$ cat config.mk
export PLATFORM = sky130hd
export DESIGN_NAME = spi_receive_buffer_status
export DESIGN_NICKNAME = d
export VERILOG_FILES = /design/src/hw/spi_buffer_pkg.sv /design/src/hw/bit_error_monitor.sv /design/src/hw/spi_receive_buffer_status.sv
export SDC_FILE = /design/constraint.sdc
export NUM_CORES = 1
export LEC_CHECK = 0
export ABC_CLOCK_PERIOD_IN_PS = 3580
export BUFFER_PORTS_ARGS = -buffer_cell sky130_fd_sc_hd__buf_4
export CAP_MARGIN = 20
export CORE_UTILIZATION = 56
export DETAILED_ROUTE_END_ITERATION = 8
export PLACE_DENSITY = 0.89
export SYNTH_ARGS = -nofsm -noshare
export SYNTH_HDL_FRONTEND = slang
export SYNTH_SLANG_ARGS = --single-unit
$ cat constraint.sdc
create_clock -name aclk -period 3.58 [get_ports aclk]
set_clock_uncertainty 0.05 [all_clocks]
set_input_delay 0.179 -clock aclk [delete_from_list [all_inputs] [get_ports aclk]]
set_output_delay 0.179 -clock aclk [all_outputs]
set_load 0.05 [all_outputs]
$ cat src/hw/spi_buffer_pkg.sv
package spi_buffer_pkg;

  localparam int ADDR_W = 8;

  // Register byte offsets.
  localparam logic [7:0] RECEIVE_BUFFER_OFF = 8'h00;
  localparam logic [7:0] SHIFT_DATA_OFF     = 8'h04;
  localparam logic [7:0] FLAG_REGISTER_OFF  = 8'h08;
  localparam logic [7:0] IRQ_MASK_OFF       = 8'h0C;
  localparam logic [7:0] CONTROL_OFF        = 8'h10;

  // Receive buffer field positions.
  localparam int RX_EMPTY_BIT   = 31;
  localparam int RX_OVERRUN_BIT = 30;
  localparam int TX_FULL_BIT    = 29;
  localparam int BIT_ERROR_BIT  = 28;
  localparam int RESERVED_HI    = 27;
  localparam int RESERVED_LO    = 18;
  localparam int SELECT_LO      = 16;

  // Flag register and mask register field positions.
  localparam int RX_IRQ_BIT      = 0;
  localparam int OVERRUN_IRQ_BIT = 1;
  localparam int BIT_ERROR_IRQ   = 2;
  localparam int FLAG_W          = 3;

  // Control register field positions.
  localparam int LENGTH_LO   = 0;
  localparam int POLARITY_BIT = 5;

  // Values after reset.
  localparam logic       RX_EMPTY_RESET  = 1'b1;
  localparam logic       OVERRUN_RESET   = 1'b0;
  localparam logic       TX_FULL_RESET   = 1'b0;
  localparam logic       BIT_ERROR_RESET = 1'b0;
  localparam logic [4:0] LENGTH_RESET    = 5'h10;

  localparam logic [1:0] RESP_OKAY   = 2'h0;
  localparam logic [1:0] RESP_SLVERR = 2'h2;

  typedef enum logic {wait_transmit, wait_receive} monitor_state_type;

endpackage : spi_buffer_pkg

$ cat src/hw/bit_error_monitor.sv
`timescale 1ns/1ns
module bit_error_monitor
  import spi_buffer_pkg::*;
(
  input  wire logic aclk,
  input  wire logic aresetn,
  input  wire logic link_clock,
  input  wire logic tx_pin_sense,
  input  wire logic tx_drive_bit,
  input  wire logic transfer_active,
  input  wire logic polarity,
  output logic      error_pulse
);

  logic              clock_meta;
  logic              clock_sync;
  logic              clock_last;
  logic              sense_meta;
  logic              sense_sync;
  logic              expected;
  logic              next_expected;
  logic              next_error_pulse;
  logic              transmit_edge;
  logic              receive_edge;
  monitor_state_type state;
  monitor_state_type next_state;

  ////////////////////////////////////////////////////////////////////////////////
  // Both pins share the same two-stage delay, so the sense stays aligned with the clock.
  always_ff @(posedge aclk) begin
    if (!aresetn) begin
      clock_meta <= 1'b0;
      clock_sync <= 1'b0;
      clock_last <= 1'b0;
      sense_meta <= 1'b0;
      sense_sync <= 1'b0;
    end else begin
      clock_meta <= link_clock;
      clock_sync <= clock_meta;
      clock_last <= clock_sync;
      sense_meta <= tx_pin_sense;
      sense_sync <= sense_meta;
    end
  end

  ////////////////////////////////////////////////////////////////////////////////
  always_comb begin
    transmit_edge    = (clock_sync != clock_last) && (clock_sync == polarity);
    receive_edge     = (clock_sync != clock_last) && (clock_sync != polarity);
    next_state       = state;
    next_expected    = expected;
    next_error_pulse = 1'b0;
    case (state)
      wait_transmit: begin
        if (transmit_edge && transfer_active) begin
          next_expected = tx_drive_bit;
          next_state    = wait_receive;
        end
      end
      wait_receive: begin
        if (!transfer_active) begin
          next_state = wait_transmit;
        end else if (receive_edge) begin
          next_error_pulse = (sense_sync != expected);
          next_state       = wait_transmit;
        end
      end
      default: next_state = wait_transmit;
    endcase
  end

  always_ff @(posedge aclk) begin
    if (!aresetn) begin
      state       <= wait_transmit;
      expected    <= 1'b0;
      error_pulse <= 1'b0;
    end else begin
      state       <= next_state;
      expected    <= next_expected;
      error_pulse <= next_error_pulse;
    end
  end

  mismatch_flagged_a: assert property (@(posedge aclk) disable iff (!aresetn)
    (state == wait_receive && transfer_active && receive_edge && sense_sync != expected)
    |=> error_pulse)
    else $error("Transmit pin mismatch not flagged.");

endmodule : bit_error_monitor

$ cat src/hw/spi_receive_buffer_status.sv
`timescale 1ns/1ns
module spi_receive_buffer_status
  import spi_buffer_pkg::*;
(
  input  wire logic              aclk,
  input  wire logic              aresetn,
  input  wire logic              s_axi_awvalid,
  output logic                   s_axi_awready,
  input  wire logic [ADDR_W-1:0] s_axi_awaddr,
  input  wire logic              s_axi_wvalid,
  output logic                   s_axi_wready,
  input  wire logic [31:0]       s_axi_wdata,
  input  wire logic [3:0]        s_axi_wstrb,
  output logic                   s_axi_bvalid,
  input  wire logic              s_axi_bready,
  output logic [1:0]             s_axi_bresp,
  input  wire logic              s_axi_arvalid,
  output logic                   s_axi_arready,
  input  wire logic [ADDR_W-1:0] s_axi_araddr,
  output logic                   s_axi_rvalid,
  input  wire logic              s_axi_rready,
  output logic [31:0]            s_axi_rdata,
  output logic [1:0]             s_axi_rresp,
  input  wire logic              rx_copy,
  input  wire logic [15:0]       rx_word,
  input  wire logic [1:0]        rx_select,
  input  wire logic              tx_take,
  input  wire logic              transfer_active,
  input  wire logic              tx_drive_bit,
  input  wire logic              link_clock,
  input  wire logic              tx_pin_sense,
  output logic [15:0]            tx_word,
  output logic [1:0]             tx_select,
  output logic                   tx_buffer_full,
  output logic [4:0]             word_length,
  output logic                   clock_polarity,
  output logic                   irq
);

  function automatic logic [15:0] length_mask(input logic [4:0] len);
    length_mask = (len >= 5'h10) ? 16'hFFFF : 16'((17'h0_0001 << len) - 17'h0_0001);
  endfunction : length_mask

  function automatic logic [31:0] merge(input logic [31:0] old, input logic [31:0] data,
                                        input logic [3:0] strb);
    for (int i = 0; i < 4; i++) begin
      merge[8*i +: 8] = strb[i] ? data[8*i +: 8] : old[8*i +: 8];
    end
  endfunction : merge

  logic              aw_held;
  logic              w_held;
  logic [ADDR_W-1:0] aw_addr;
  logic [31:0]       w_data;
  logic [3:0]        w_strb;
  logic              rx_buffer_empty;
  logic              rx_overrun;
  logic              bit_error_status;
  logic [1:0]        last_select_number;
  logic [15:0]       rx_data;
  logic [FLAG_W-1:0] flag_register;
  logic [FLAG_W-1:0] irq_mask;
  logic              error_pulse;

  logic              next_aw_held;
  logic              next_w_held;
  logic [ADDR_W-1:0] next_aw_addr;
  logic [31:0]       next_w_data;
  logic [3:0]        next_w_strb;
  logic              next_awready;
  logic              next_wready;
  logic              next_bvalid;
  logic [1:0]        next_bresp;
  logic              next_arready;
  logic              next_rvalid;
  logic [31:0]       next_rdata;
  logic [1:0]        next_rresp;
  logic              next_rx_buffer_empty;
  logic              next_rx_overrun;
  logic              next_tx_buffer_full;
  logic              next_bit_error_status;
  logic [1:0]        next_last_select_number;
  logic [15:0]       next_rx_data;
  logic [FLAG_W-1:0] next_flag_register;
  logic [FLAG_W-1:0] next_irq_mask;
  logic [15:0]       next_tx_word;
  logic [1:0]        next_tx_select;
  logic [4:0]        next_word_length;
  logic              next_clock_polarity;
  logic              next_irq;

  logic              aw_have;
  logic              w_have;
  logic              write_commit;
  logic [ADDR_W-1:0] write_addr;
  logic [31:0]       write_data;
  logic [3:0]        write_strb;
  logic              shift_write;
  logic              read_fire;
  logic              buffer_read;
  logic              flag_read;
  logic              overrun_event;
  logic [31:0]       buffer_image;
  logic [31:0]       merged;

  ////////////////////////////////////////////////////////////////////////////////
  // Address and data are taken in either order; the response waits for both.
  always_comb begin
    aw_have      = aw_held || (s_axi_awvalid && s_axi_awready);
    w_have       = w_held || (s_axi_wvalid && s_axi_wready);
    write_commit = aw_have && w_have;
    write_addr   = aw_held ? aw_addr : s_axi_awaddr;
    write_data   = w_held ? w_data : s_axi_wdata;
    write_strb   = w_held ? w_strb : s_axi_wstrb;
    next_aw_held = aw_have && !write_commit;
    next_w_held  = w_have && !write_commit;
    next_aw_addr = aw_held ? aw_addr : s_axi_awaddr;
    next_w_data  = w_held ? w_data : s_axi_wdata;
    next_w_strb  = w_held ? w_strb : s_axi_wstrb;
    next_bvalid  = write_commit || (s_axi_bvalid && !s_axi_bready);
    next_bresp   = s_axi_bresp;
    if (write_commit) begin
      next_bresp = (write_addr == SHIFT_DATA_OFF || write_addr == IRQ_MASK_OFF ||
                    write_addr == CONTROL_OFF || write_addr == RECEIVE_BUFFER_OFF ||
                    write_addr == FLAG_REGISTER_OFF) ? RESP_OKAY : RESP_SLVERR;
    end
    next_awready = !next_aw_held && !next_bvalid;
    next_wready  = !next_w_held && !next_bvalid;
    shift_write  = write_commit && (write_addr == SHIFT_DATA_OFF);
  end

  ////////////////////////////////////////////////////////////////////////////////
  // Read side effects happen on the address handshake, so the returned image is the old one.
  always_comb begin
    read_fire    = s_axi_arvalid && s_axi_arready;
    buffer_read  = read_fire && (s_axi_araddr == RECEIVE_BUFFER_OFF);
    flag_read    = read_fire && (s_axi_araddr == FLAG_REGISTER_OFF);
    buffer_image = 32'h0000_0000;
    buffer_image[RX_EMPTY_BIT]             = rx_buffer_empty;
    buffer_image[RX_OVERRUN_BIT]           = rx_overrun;
    buffer_image[TX_FULL_BIT]              = tx_buffer_full;
    buffer_image[BIT_ERROR_BIT]            = bit_error_status;
    buffer_image[SELECT_LO +: 2]           = last_select_number;
    buffer_image[15:0]                     = rx_data;
    next_rvalid  = read_fire || (s_axi_rvalid && !s_axi_rready);
    next_arready = !next_rvalid;
    next_rdata   = s_axi_rdata;
    next_rresp   = s_axi_rresp;
    if (read_fire) begin
      next_rresp = RESP_OKAY;
      case (s_axi_araddr)
        RECEIVE_BUFFER_OFF: next_rdata = buffer_image;
        SHIFT_DATA_OFF:     next_rdata = {14'h0000, tx_select, tx_word};
        FLAG_REGISTER_OFF:  next_rdata = {29'h0000_0000, flag_register};
        IRQ_MASK_OFF:       next_rdata = {29'h0000_0000, irq_mask};
        CONTROL_OFF:        next_rdata = {26'h000_0000, clock_polarity, word_length};
        default: begin
          next_rdata = 32'h0000_0000;
          next_rresp = RESP_SLVERR;
        end
      endcase
    end
  end

  ////////////////////////////////////////////////////////////////////////////////
  // Hardware sets always win over software clears, so no event is lost to a racing read.
  always_comb begin
    overrun_event = rx_copy && !rx_buffer_empty;
    merged        = 32'h0000_0000;
    if (rx_copy) begin
      next_rx_buffer_empty = 1'b0;
    end else if (buffer_read) begin
      next_rx_buffer_empty = 1'b1;
    end else begin
      next_rx_buffer_empty = rx_buffer_empty;
    end
    if (overrun_event) begin
      next_rx_overrun = 1'b1;
    end else if (buffer_read) begin
      next_rx_overrun = 1'b0;
    end else begin
      next_rx_overrun = rx_overrun;
    end
    if (error_pulse) begin
      next_bit_error_status = 1'b1;
    end else if (buffer_read) begin
      next_bit_error_status = 1'b0;
    end else begin
      next_bit_error_status = bit_error_status;
    end
    next_last_select_number = rx_copy ? rx_select : last_select_number;
    next_rx_data = rx_copy ? (rx_word & length_mask(word_length)) : rx_data;
    next_flag_register = flag_register;
    if (flag_read) begin
      next_flag_register = '0;
    end
    if (buffer_read) begin
      next_flag_register[RX_IRQ_BIT]      = 1'b0;
      next_flag_register[OVERRUN_IRQ_BIT] = 1'b0;
    end
    next_flag_register[RX_IRQ_BIT]      = next_flag_register[RX_IRQ_BIT] || rx_copy;
    next_flag_register[OVERRUN_IRQ_BIT] = next_flag_register[OVERRUN_IRQ_BIT] || overrun_event;
    next_flag_register[BIT_ERROR_IRQ]   = next_flag_register[BIT_ERROR_IRQ] || error_pulse;
    next_tx_word        = tx_word;
    next_tx_select      = tx_select;
    next_irq_mask       = irq_mask;
    next_word_length    = word_length;
    next_clock_polarity = clock_polarity;
    if (shift_write) begin
      merged         = merge({14'h0000, tx_select, tx_word}, write_data, write_strb);
      next_tx_word   = merged[15:0];
      next_tx_select = merged[SELECT_LO +: 2];
    end
    if (write_commit && write_addr == IRQ_MASK_OFF && write_strb[0]) begin
      next_irq_mask = write_data[FLAG_W-1:0];
    end
    if (write_commit && write_addr == CONTROL_OFF && write_strb[0]) begin
      next_word_length    = write_data[LENGTH_LO +: 5];
      next_clock_polarity = write_data[POLARITY_BIT];
    end
    if (shift_write) begin
      next_tx_buffer_full = 1'b1;
    end else if (tx_take) begin
      next_tx_buffer_full = 1'b0;
    end else begin
      next_tx_buffer_full = tx_buffer_full;
    end
    next_irq = |(next_flag_register & next_irq_mask);
  end

  ////////////////////////////////////////////////////////////////////////////////
  always_ff @(posedge aclk) begin
    if (!aresetn) begin
      aw_held            <= 1'b0;
      w_held             <= 1'b0;
      aw_addr            <= '0;
      w_data             <= 32'h0000_0000;
      w_strb             <= 4'h0;
      s_axi_awready      <= 1'b1;
      s_axi_wready       <= 1'b1;
      s_axi_bvalid       <= 1'b0;
      s_axi_bresp        <= RESP_OKAY;
      s_axi_arready      <= 1'b1;
      s_axi_rvalid       <= 1'b0;
      s_axi_rdata        <= 32'h0000_0000;
      s_axi_rresp        <= RESP_OKAY;
      rx_buffer_empty    <= RX_EMPTY_RESET;
      rx_overrun         <= OVERRUN_RESET;
      tx_buffer_full     <= TX_FULL_RESET;
      bit_error_status   <= BIT_ERROR_RESET;
      last_select_number <= 2'h0;
      rx_data            <= 16'h0000;
      flag_register      <= '0;
      irq_mask           <= '0;
      tx_word            <= 16'h0000;
      tx_select          <= 2'h0;
      word_length        <= LENGTH_RESET;
      clock_polarity     <= 1'b0;
      irq                <= 1'b0;
    end else begin
      aw_held            <= next_aw_held;
      w_held             <= next_w_held;
      aw_addr            <= next_aw_addr;
      w_data             <= next_w_data;
      w_strb             <= next_w_strb;
      s_axi_awready      <= next_awready;
      s_axi_wready       <= next_wready;
      s_axi_bvalid       <= next_bvalid;
      s_axi_bresp        <= next_bresp;
      s_axi_arready      <= next_arready;
      s_axi_rvalid       <= next_rvalid;
      s_axi_rdata        <= next_rdata;
      s_axi_rresp        <= next_rresp;
      rx_buffer_empty    <= next_rx_buffer_empty;
      rx_overrun         <= next_rx_overrun;
      tx_buffer_full     <= next_tx_buffer_full;
      bit_error_status   <= next_bit_error_status;
      last_select_number <= next_last_select_number;
      rx_data            <= next_rx_data;
      flag_register      <= next_flag_register;
      irq_mask           <= next_irq_mask;
      tx_word            <= next_tx_word;
      tx_select          <= next_tx_select;
      word_length        <= next_word_length;
      clock_polarity     <= next_clock_polarity;
      irq                <= next_irq;
    end
  end

  bit_error_monitor monitor (
    .aclk            (aclk),
    .aresetn         (aresetn),
    .link_clock      (link_clock),
    .tx_pin_sense    (tx_pin_sense),
    .tx_drive_bit    (tx_drive_bit),
    .transfer_active (transfer_active),
    .polarity        (clock_polarity),
    .error_pulse     (error_pulse)
  );

  ////////////////////////////////////////////////////////////////////////////////
  flags_cleared_a: assert property (@(posedge aclk) disable iff (!aresetn)
    buffer_read && !rx_copy |=> !flag_register[RX_IRQ_BIT] && !flag_register[OVERRUN_IRQ_BIT])
    else $error("Buffer read left interrupt flags set.");
  empty_on_read_a: assert property (@(posedge aclk) disable iff (!aresetn)
    buffer_read && !rx_copy |=> rx_buffer_empty)
    else $error("Receive-empty not set by read.");
  empty_on_copy_a: assert property (@(posedge aclk) disable iff (!aresetn)
    rx_copy |=> !rx_buffer_empty)
    else $error("Receive-empty not cleared by copy.");
  overrun_set_a: assert property (@(posedge aclk) disable iff (!aresetn)
    rx_copy && !rx_buffer_empty |=> rx_overrun ##0 flag_register[OVERRUN_IRQ_BIT])
    else $error("Overrun not flagged.");
  overrun_hold_a: assert property (@(posedge aclk) disable iff (!aresetn)
    rx_overrun && !buffer_read |=> rx_overrun)
    else $error("Overrun dropped without a read.");
  overrun_clear_a: assert property (@(posedge aclk) disable iff (!aresetn)
    buffer_read && !overrun_event |=> !rx_overrun)
    else $error("Overrun not cleared by read.");
  tx_full_set_a: assert property (@(posedge aclk) disable iff (!aresetn)
    shift_write |=> tx_buffer_full)
    else $error("Transmit-full not set by write.");
  tx_full_clear_a: assert property (@(posedge aclk) disable iff (!aresetn)
    tx_take && !shift_write |=> !tx_buffer_full)
    else $error("Transmit-full not cleared by take.");
  buffer_image_a: assert property (@(posedge aclk) disable iff (!aresetn)
    buffer_read |=> s_axi_rvalid && s_axi_rdata[RESERVED_HI:RESERVED_LO] == 10'h000
      && s_axi_rdata[BIT_ERROR_BIT] == $past(bit_error_status))
    else $error("Buffer read image wrong.");
  error_latched_a: assert property (@(posedge aclk) disable iff (!aresetn)
    error_pulse |=> bit_error_status && flag_register[BIT_ERROR_IRQ])
    else $error("Bit error not latched.");
  select_copied_a: assert property (@(posedge aclk) disable iff (!aresetn)
    rx_copy |=> last_select_number == $past(rx_select))
    else $error("Last select not copied.");
  data_justified_a: assert property (@(posedge aclk) disable iff (!aresetn)
    rx_copy |=> rx_data == ($past(rx_word) & length_mask($past(word_length))))
    else $error("Received data not right-justified.");
  copy_wins_a: assert property (@(posedge aclk) disable iff (!aresetn)
    rx_copy && buffer_read && !rx_buffer_empty |=> !rx_buffer_empty && rx_overrun)
    else $error("Read won over copy.");

endmodule : spi_receive_buffer_status

---- Yosys cells after proc, flatten, opt, wreduce, memory -nomap -nowiden ----
Cells that the tools add are included.
word-level totals
  output and inout bits ................... 67
  register bits after elaboration ......... 133
  logic and storage cells ................. 127
  input bits .............................. 83
cells by class
  equal/unequal tests ..................... 12
  bitwise operators ....................... 3
  reduce and logical (&&, ||, !) cells .... 53
  order comparisons ....................... 1
  muxes and demuxes ....................... 21
  shift-type cells ........................ 1
  $add $sub $neg .......................... 1
operators with widths
  cell                   count
  $pmux 32 s5            1
  $eq 8x4->1 const B     4
  $logic_and 1x1->1      21
  $mux 18                1
  $and 16x16->16         1
  $eq 8x3->1 const B     2
  $eq 8x5->1 const B     2
  $logic_not 8->1        2
  $mux 16                1
  $shl 1x5->16 const A   1
  $sub 16x1->16 const B  1
  $logic_or 1x1->1       11
  $mux 1                 10
  $mux 3                 3
  $logic_not 1->1        8
  $mux 8                 1
  $reduce_and 2->1       4
  $reduce_bool 2->1      4
  $mux 2                 3
  $ge 5x5->1 const B     1
  $reduce_or 5->1        1
  $reduce_and 4->1       1
  $and 3x3->3            1
  $ne 1x1->1             3
  other kinds (4)        4

---- Longest topological paths before layout ----
  depth after elaboration ................. 8
  gate-level depth with buffers ........... 11
  mapped depth without buffers ............ 9

---- Hierarchy ----
Synthesis repeated with hierarchy kept, for this count alone.
unflattened totals
  cell total of the unflattened synthesis .. 536
  area, all modules ....................... 5,303.8 um2
by module, submodules not included
  module                     cells each  area an instance (um2)  times used  seq. area each (um2)
  spi_receive_buffer_status  508         5,008.6                 1           2,262.2
  bit_error_monitor          28          295.3                   1           160.2

---- Worst setup path after synthesis ----
No wires, ideal clock.
  kind .................................... flip-flop to flip-flop
  start point ............................. register word_length[4]
  end point ............................... register rx_data[6]
  slack ................................... 0.970 ns
  library setup time ...................... 0.132 ns
  arrival ................................. 2.428 ns
  required time ........................... 3.398 ns
  clock period less this slack ............ 2.610 ns
  stages on the path, launching flop included .. 10
  buffers on the path ..................... 2
  path through ............................ dfxtp_1 clkbuf_1 or3_1 or3_1 ha_1 clkbuf_1 a21oi_1 nor2_1 o311ai_0 a21oi_1
between the ends
  cells in the longest elaborated chain, start to end .. 4
  elaborated cells between the ends (all ways) .. 5
  those cells by class .................... add/sub (1); order compare (1); shift (1); mux (1); bitwise (1)
RTL lines
  item                    line                              source
  start, declared         spi_receive_buffer_status.sv:35   output logic [4:0] word_length,
  start signal, assigned  spi_receive_buffer_status.sv:284  word_length <= next_word_length;
  $shl 1x5->16            spi_receive_buffer_status.sv:41   length_mask = (len >= 5'h10) ? 16'hFFFF : 16'((17'h0_0001 << len) - 17'h0_0001);
  $sub 16x1->16           spi_receive_buffer_status.sv:41
  $mux 16 (*)             spi_receive_buffer_status.sv:41
  $and 16x16->16 (*)      spi_receive_buffer_status.sv:192  next_rx_data = rx_copy ? (rx_word & length_mask(word_length)) : rx_data;
  end signal, assigned    spi_receive_buffer_status.sv:279  rx_data <= next_rx_data;
  end, declared           spi_receive_buffer_status.sv:60   logic [15:0] rx_data;
Mark *: on every way between the ends. The rest lies on a longest branch, timed or not.
A chain may end at the register's enable or synchronous reset.

---- Worst setup path in the final report ----
  start point ............................. register aw_held
  end point ............................... register tx_word[8]
between the ends
  cells in the longest elaborated chain, start to end .. 4
  elaborated cells between the ends (all ways) .. 6
  those cells by class .................... eq/ne (1); mux (1); reduce/logical (4)
RTL lines
  item                                                    line                                                                source
  start, declared                                         spi_receive_buffer_status.sv:51                                     logic aw_held;
  start signal, assigned                                  spi_receive_buffer_status.sv:261                                    aw_held <= next_aw_held;
  $mux 8 / $logic_or 1x1->1 (equally long branches)       -
  $eq 8x3->1 / $logic_and 1x1->1 (equally long branches)  spi_receive_buffer_status.sv:129, spi_receive_buffer_status.sv:111
  $logic_and 1x1->1 (*)                                   spi_receive_buffer_status.sv:129                                    shift_write = write_commit && (write_addr == SHIFT_DATA_OFF);
  $reduce_and 2->1 (no line) (*)                          -
  end signal, assigned                                    spi_receive_buffer_status.sv:282                                    tx_word <= next_tx_word;
  end, declared                                           spi_receive_buffer_status.sv:32                                     output logic [15:0] tx_word,
Marked as above.

==> results list <==
- Share of async-settable or async-resettable flops after synthesis: 0%
- The first detailed-routing pass took 5 iterations.
- STA classifies the critical path endpoint as a flop.
* Area contributors post-synth: sky130_fd_sc_hd__dfxtp_1 (46%), sky130_fd_sc_hd__mux2i_1 (7.0%), sky130_fd_sc_hd__nor2_1 (5.6%)
- Worst rel slew slack: 35.16%
* Vias post-DR: 5080
* Worst-path maximum fanout: 16
- Cells resized by post-CTS repair: 0
* RSZ-0062 raised after global routing: false
* Maximum number of pins on one net before global-route repair: 49
- Standby leakage power: 2.958 nW
* Grt total ovfl: 0
- Number of global-route vias before repair: 4980
* Clock tree from TritonCTS: done
* Peak Freq: 325.6 MHz
- Number of sinks on the clock net: 121
* Core Region: 9196 um^2
- The worst setup path is of the flop to flop kind.
- Averaged over all synthesized cells, the footprint is 9.315 um^2.
- In this run the number of H-tree levels came out at 4.
- Area of the die: 9807 um^2
- The flow ran to the end, and the final reports show no timing, DRC or antenna violations.
- Die H: 99.03 um
* Post-route insts no fill: 859
- Post-synth cell types: 64
* Power per standard cell area: 513.7 nW/um^2
- Number of design-rule violations left by the first detailed-router iteration: 353
- Sum of routed wire length over all layers: 15760 um
* Area post-placement: 6131 um^2
* Endpoints failing hold: 0
- Count of final max-slew check failures: 0
- Global-route wire length before repair: 24410 um
- Share of the yosys chip area belonging to registers: 45.94%
- The net count of the finished layout is 818.
* Cell Count Post-Placement: 766
- Synthesis inferred 121 register bits.
- Of the available clock period, the critical path in the final layout requires 85.78%.
- Most common cell after layout, fill and taps aside: sky130_fd_sc_hd__buf_4
- Via-per-instance ratio: 5.914
- Initial antenna violation count: 1
* Clk Latency, worst-skew pair: 0.53 ns
- The HPWL after detailed placement is 9192 um.
- Critical path data required time: 3.97 ns
- The worst setup path is launched from a flop.
* Number of buffers created by CTS: 17
* Count of input and output buffers: 122
* CTS clk-pin slew, worst paths: 0.07 ns
- After detailed routing, the number of remaining DRC violations is 0.
- Netlist area before placement: 5273 um^2
- Measured along the x axis, the die boundary spans 99.03 um.
- Total of endpoints with negative setup slack in the final report: 0
- Compared with the post-synthesis result, the final layout area differs by 40.06%.
* Leading cell types in the layout, fill and taps excluded: sky130_fd_sc_hd__buf_4 (127), sky130_fd_sc_hd__dfxtp_1 (121), sky130_fd_sc_hd__nor2_1 (78), sky130_fd_sc_hd__dlygate4sd3_1 (60), sky130_fd_sc_hd__a21oi_1 (45)
- Clock root buffer: sky130_fd_sc_hd__clkbuf_8
* Number of top-level pins: 150
* Arrival time of the worst setup path: 3.46 ns
- Number of rows created at floorplan: 35
- The most used flip-flop cell after synthesis is sky130_fd_sc_hd__dfxtp_1.
- Count of synthesis-stage warnings from yosys: 0
- Dividing the detail-routed wire length by the instance count gives 18.34 um.
- In this run, synthesis inferred 0 flip-flops with an integrated enable.
- At the pin with the least slew margin, the transition time is 0.9654 ns.
* Max VDD drop: 0.0004439 V
* Count of mapped cells out of synthesis: 566
- Post-detailed-route count of antenna-violating nets: 0
- Share of the synthesized area in the top cell type: 45.94%
- The worst hold path belongs to the class input port to flop.
- PnR Total Power: 0.003794 W
* Initial cell density of the core: 57.33%
- Post-layout instance area: 7385 um^2
- Setup TNS after final layout: 0 ns
- Count of maximum capacitance violations: 0
* Library cell occupying the most area in the post-synthesis netlist: sky130_fd_sc_hd__dfxtp_1
- Post-layout minimum cycle time: 3.071 ns
- Overall fraction of global-route tracks in use: 32.26%
- Placer's final routability congestion estimate: 0.8759
* Max clock buf depth: 2
- Of the cells placed in the final design, the portion with a size suffix greater than 1 is 25.57%.
cell families (layout without fill, tap and decap cells):
| family | Yosys count | after routing | synth area share, % |
|---|---|---|---|
| AOI/OAI and AO/OA | 135 | 135 | 17.82 |
| xor gates and xnor gates | 2 | 2 | 0.3323 |
| adders and majority gates | 1 | 1 | 0.2373 |
| buffers and inverters | 59 | 229 | 5.933 |
| DFF | 121 | 121 | 45.94 |
| muxes | 45 | 45 | 8.780 |
| other | 1 | 13 | 0.07112 |
| and+or+nand+nor | 202 | 202 | 20.88 |
per-stage QoR:
stage | setup WS [ns] | hold WS [ns] | util [%]
finish | 0.5091 | 0.02977 | 80.30
global placement | 0.8568 | 0.3379 | 66.67
floorplan | 0.9701 | 0.2451 | -
detailed placement | 0.6868 | 0.3427 | 66.67
global route | 0.2555 | 0.04299 | 80.30
CTS | 0.6111 | 0.01071 | 80.27
synth_stat cells (all sizes together) (2+ instances only):
cell type,number
nor3,12
or3,3
nand2b,20
nor2,78
mux2i,38
dfxtp,121
nor3b,5
a21oi,46
clkbuf,24
mux2,7
nand4,3
a222oi,3
and3,2
o21a,4
o21ai,16
inv,10
nor2b,10
a211oi,23
o211ai,7
o2111ai,2
and2,12
xor2,2
a22oi,15
nor4,8
a22o,4
nand2,31
and4b,2
nand3,12
a21o,3
buf,25
sequential cells by signal, indices dropped and copies added (netlist names), 2 cells and up:
name / count
aw_addr: 8
w_data: 18
tx_select: 2
word_length: 5
w_strb: 3
rx_data: 16
s_axi_rdata: 22
last_select_number: 2
irq_mask: 3
tx_word: 16
flag_register: 3
worst max-delay path, cell delays in order, from the launching register on:
cell                       delay (ns)
sky130_fd_sc_hd__dfxtp_1         0.88
sky130_fd_sc_hd__mux2i_1         0.55
sky130_fd_sc_hd__o21ai_2         0.24
sky130_fd_sc_hd__nor4_4          0.84
sky130_fd_sc_hd__nor2_1          0.14
sky130_fd_sc_hd__a211oi_1        0.26
path summary, 6_finish.rpt:
kind	slack, ns	cells past startpoint	to	from
min reg2reg	0.39	1	monitor.sense_sync	monitor.sense_meta
max reg2reg	0.51	5	tx_word[8]	aw_held
min	0.03	3	w_data[1]	s_axi_wdata[1]
max	0.51	5	tx_word[8]	aw_held
timing repair:
action | in CTS | in global routing
setup buffers | 0 | 0
hold buffers | 60 | 0
endpoints found under the hold margin | 69 | 0
report_power, final:
group / switching [W] / total (W) / internal [W]
sequential: 0.0000473 / 0.00145 / 0.00141
combinational: 0.000249 / 0.000440 / 0.000191
clock: 0.000682 / 0.00190 / 0.00122
per-layer routing:
metal  track usage [%]  vias up  share of wire, %
met5                 0        -                 0
met4             20.32        0               4.8
met3             7.092       67               6.9
met2             53.31      285                48
met1             38.13     2403                40
li1                  -     2325                 -
layout make-up:
cell class / count / area, um^2
Antenna cell: 1 / 2.502
Clock buffer: 17 / 414.1
Clock inverter: 15 / 236.5
Fill cell: 504 / 1812
Inverter: 10 / 37.54
Multi-Input combinational cell: 397 / 2579
Sequential cell: 121 / 2422
Tap cell: 111 / 138.9
Timing Repair Buffer: 187 / 1554
No activity file was read; power rests on OpenSTA's default activity.
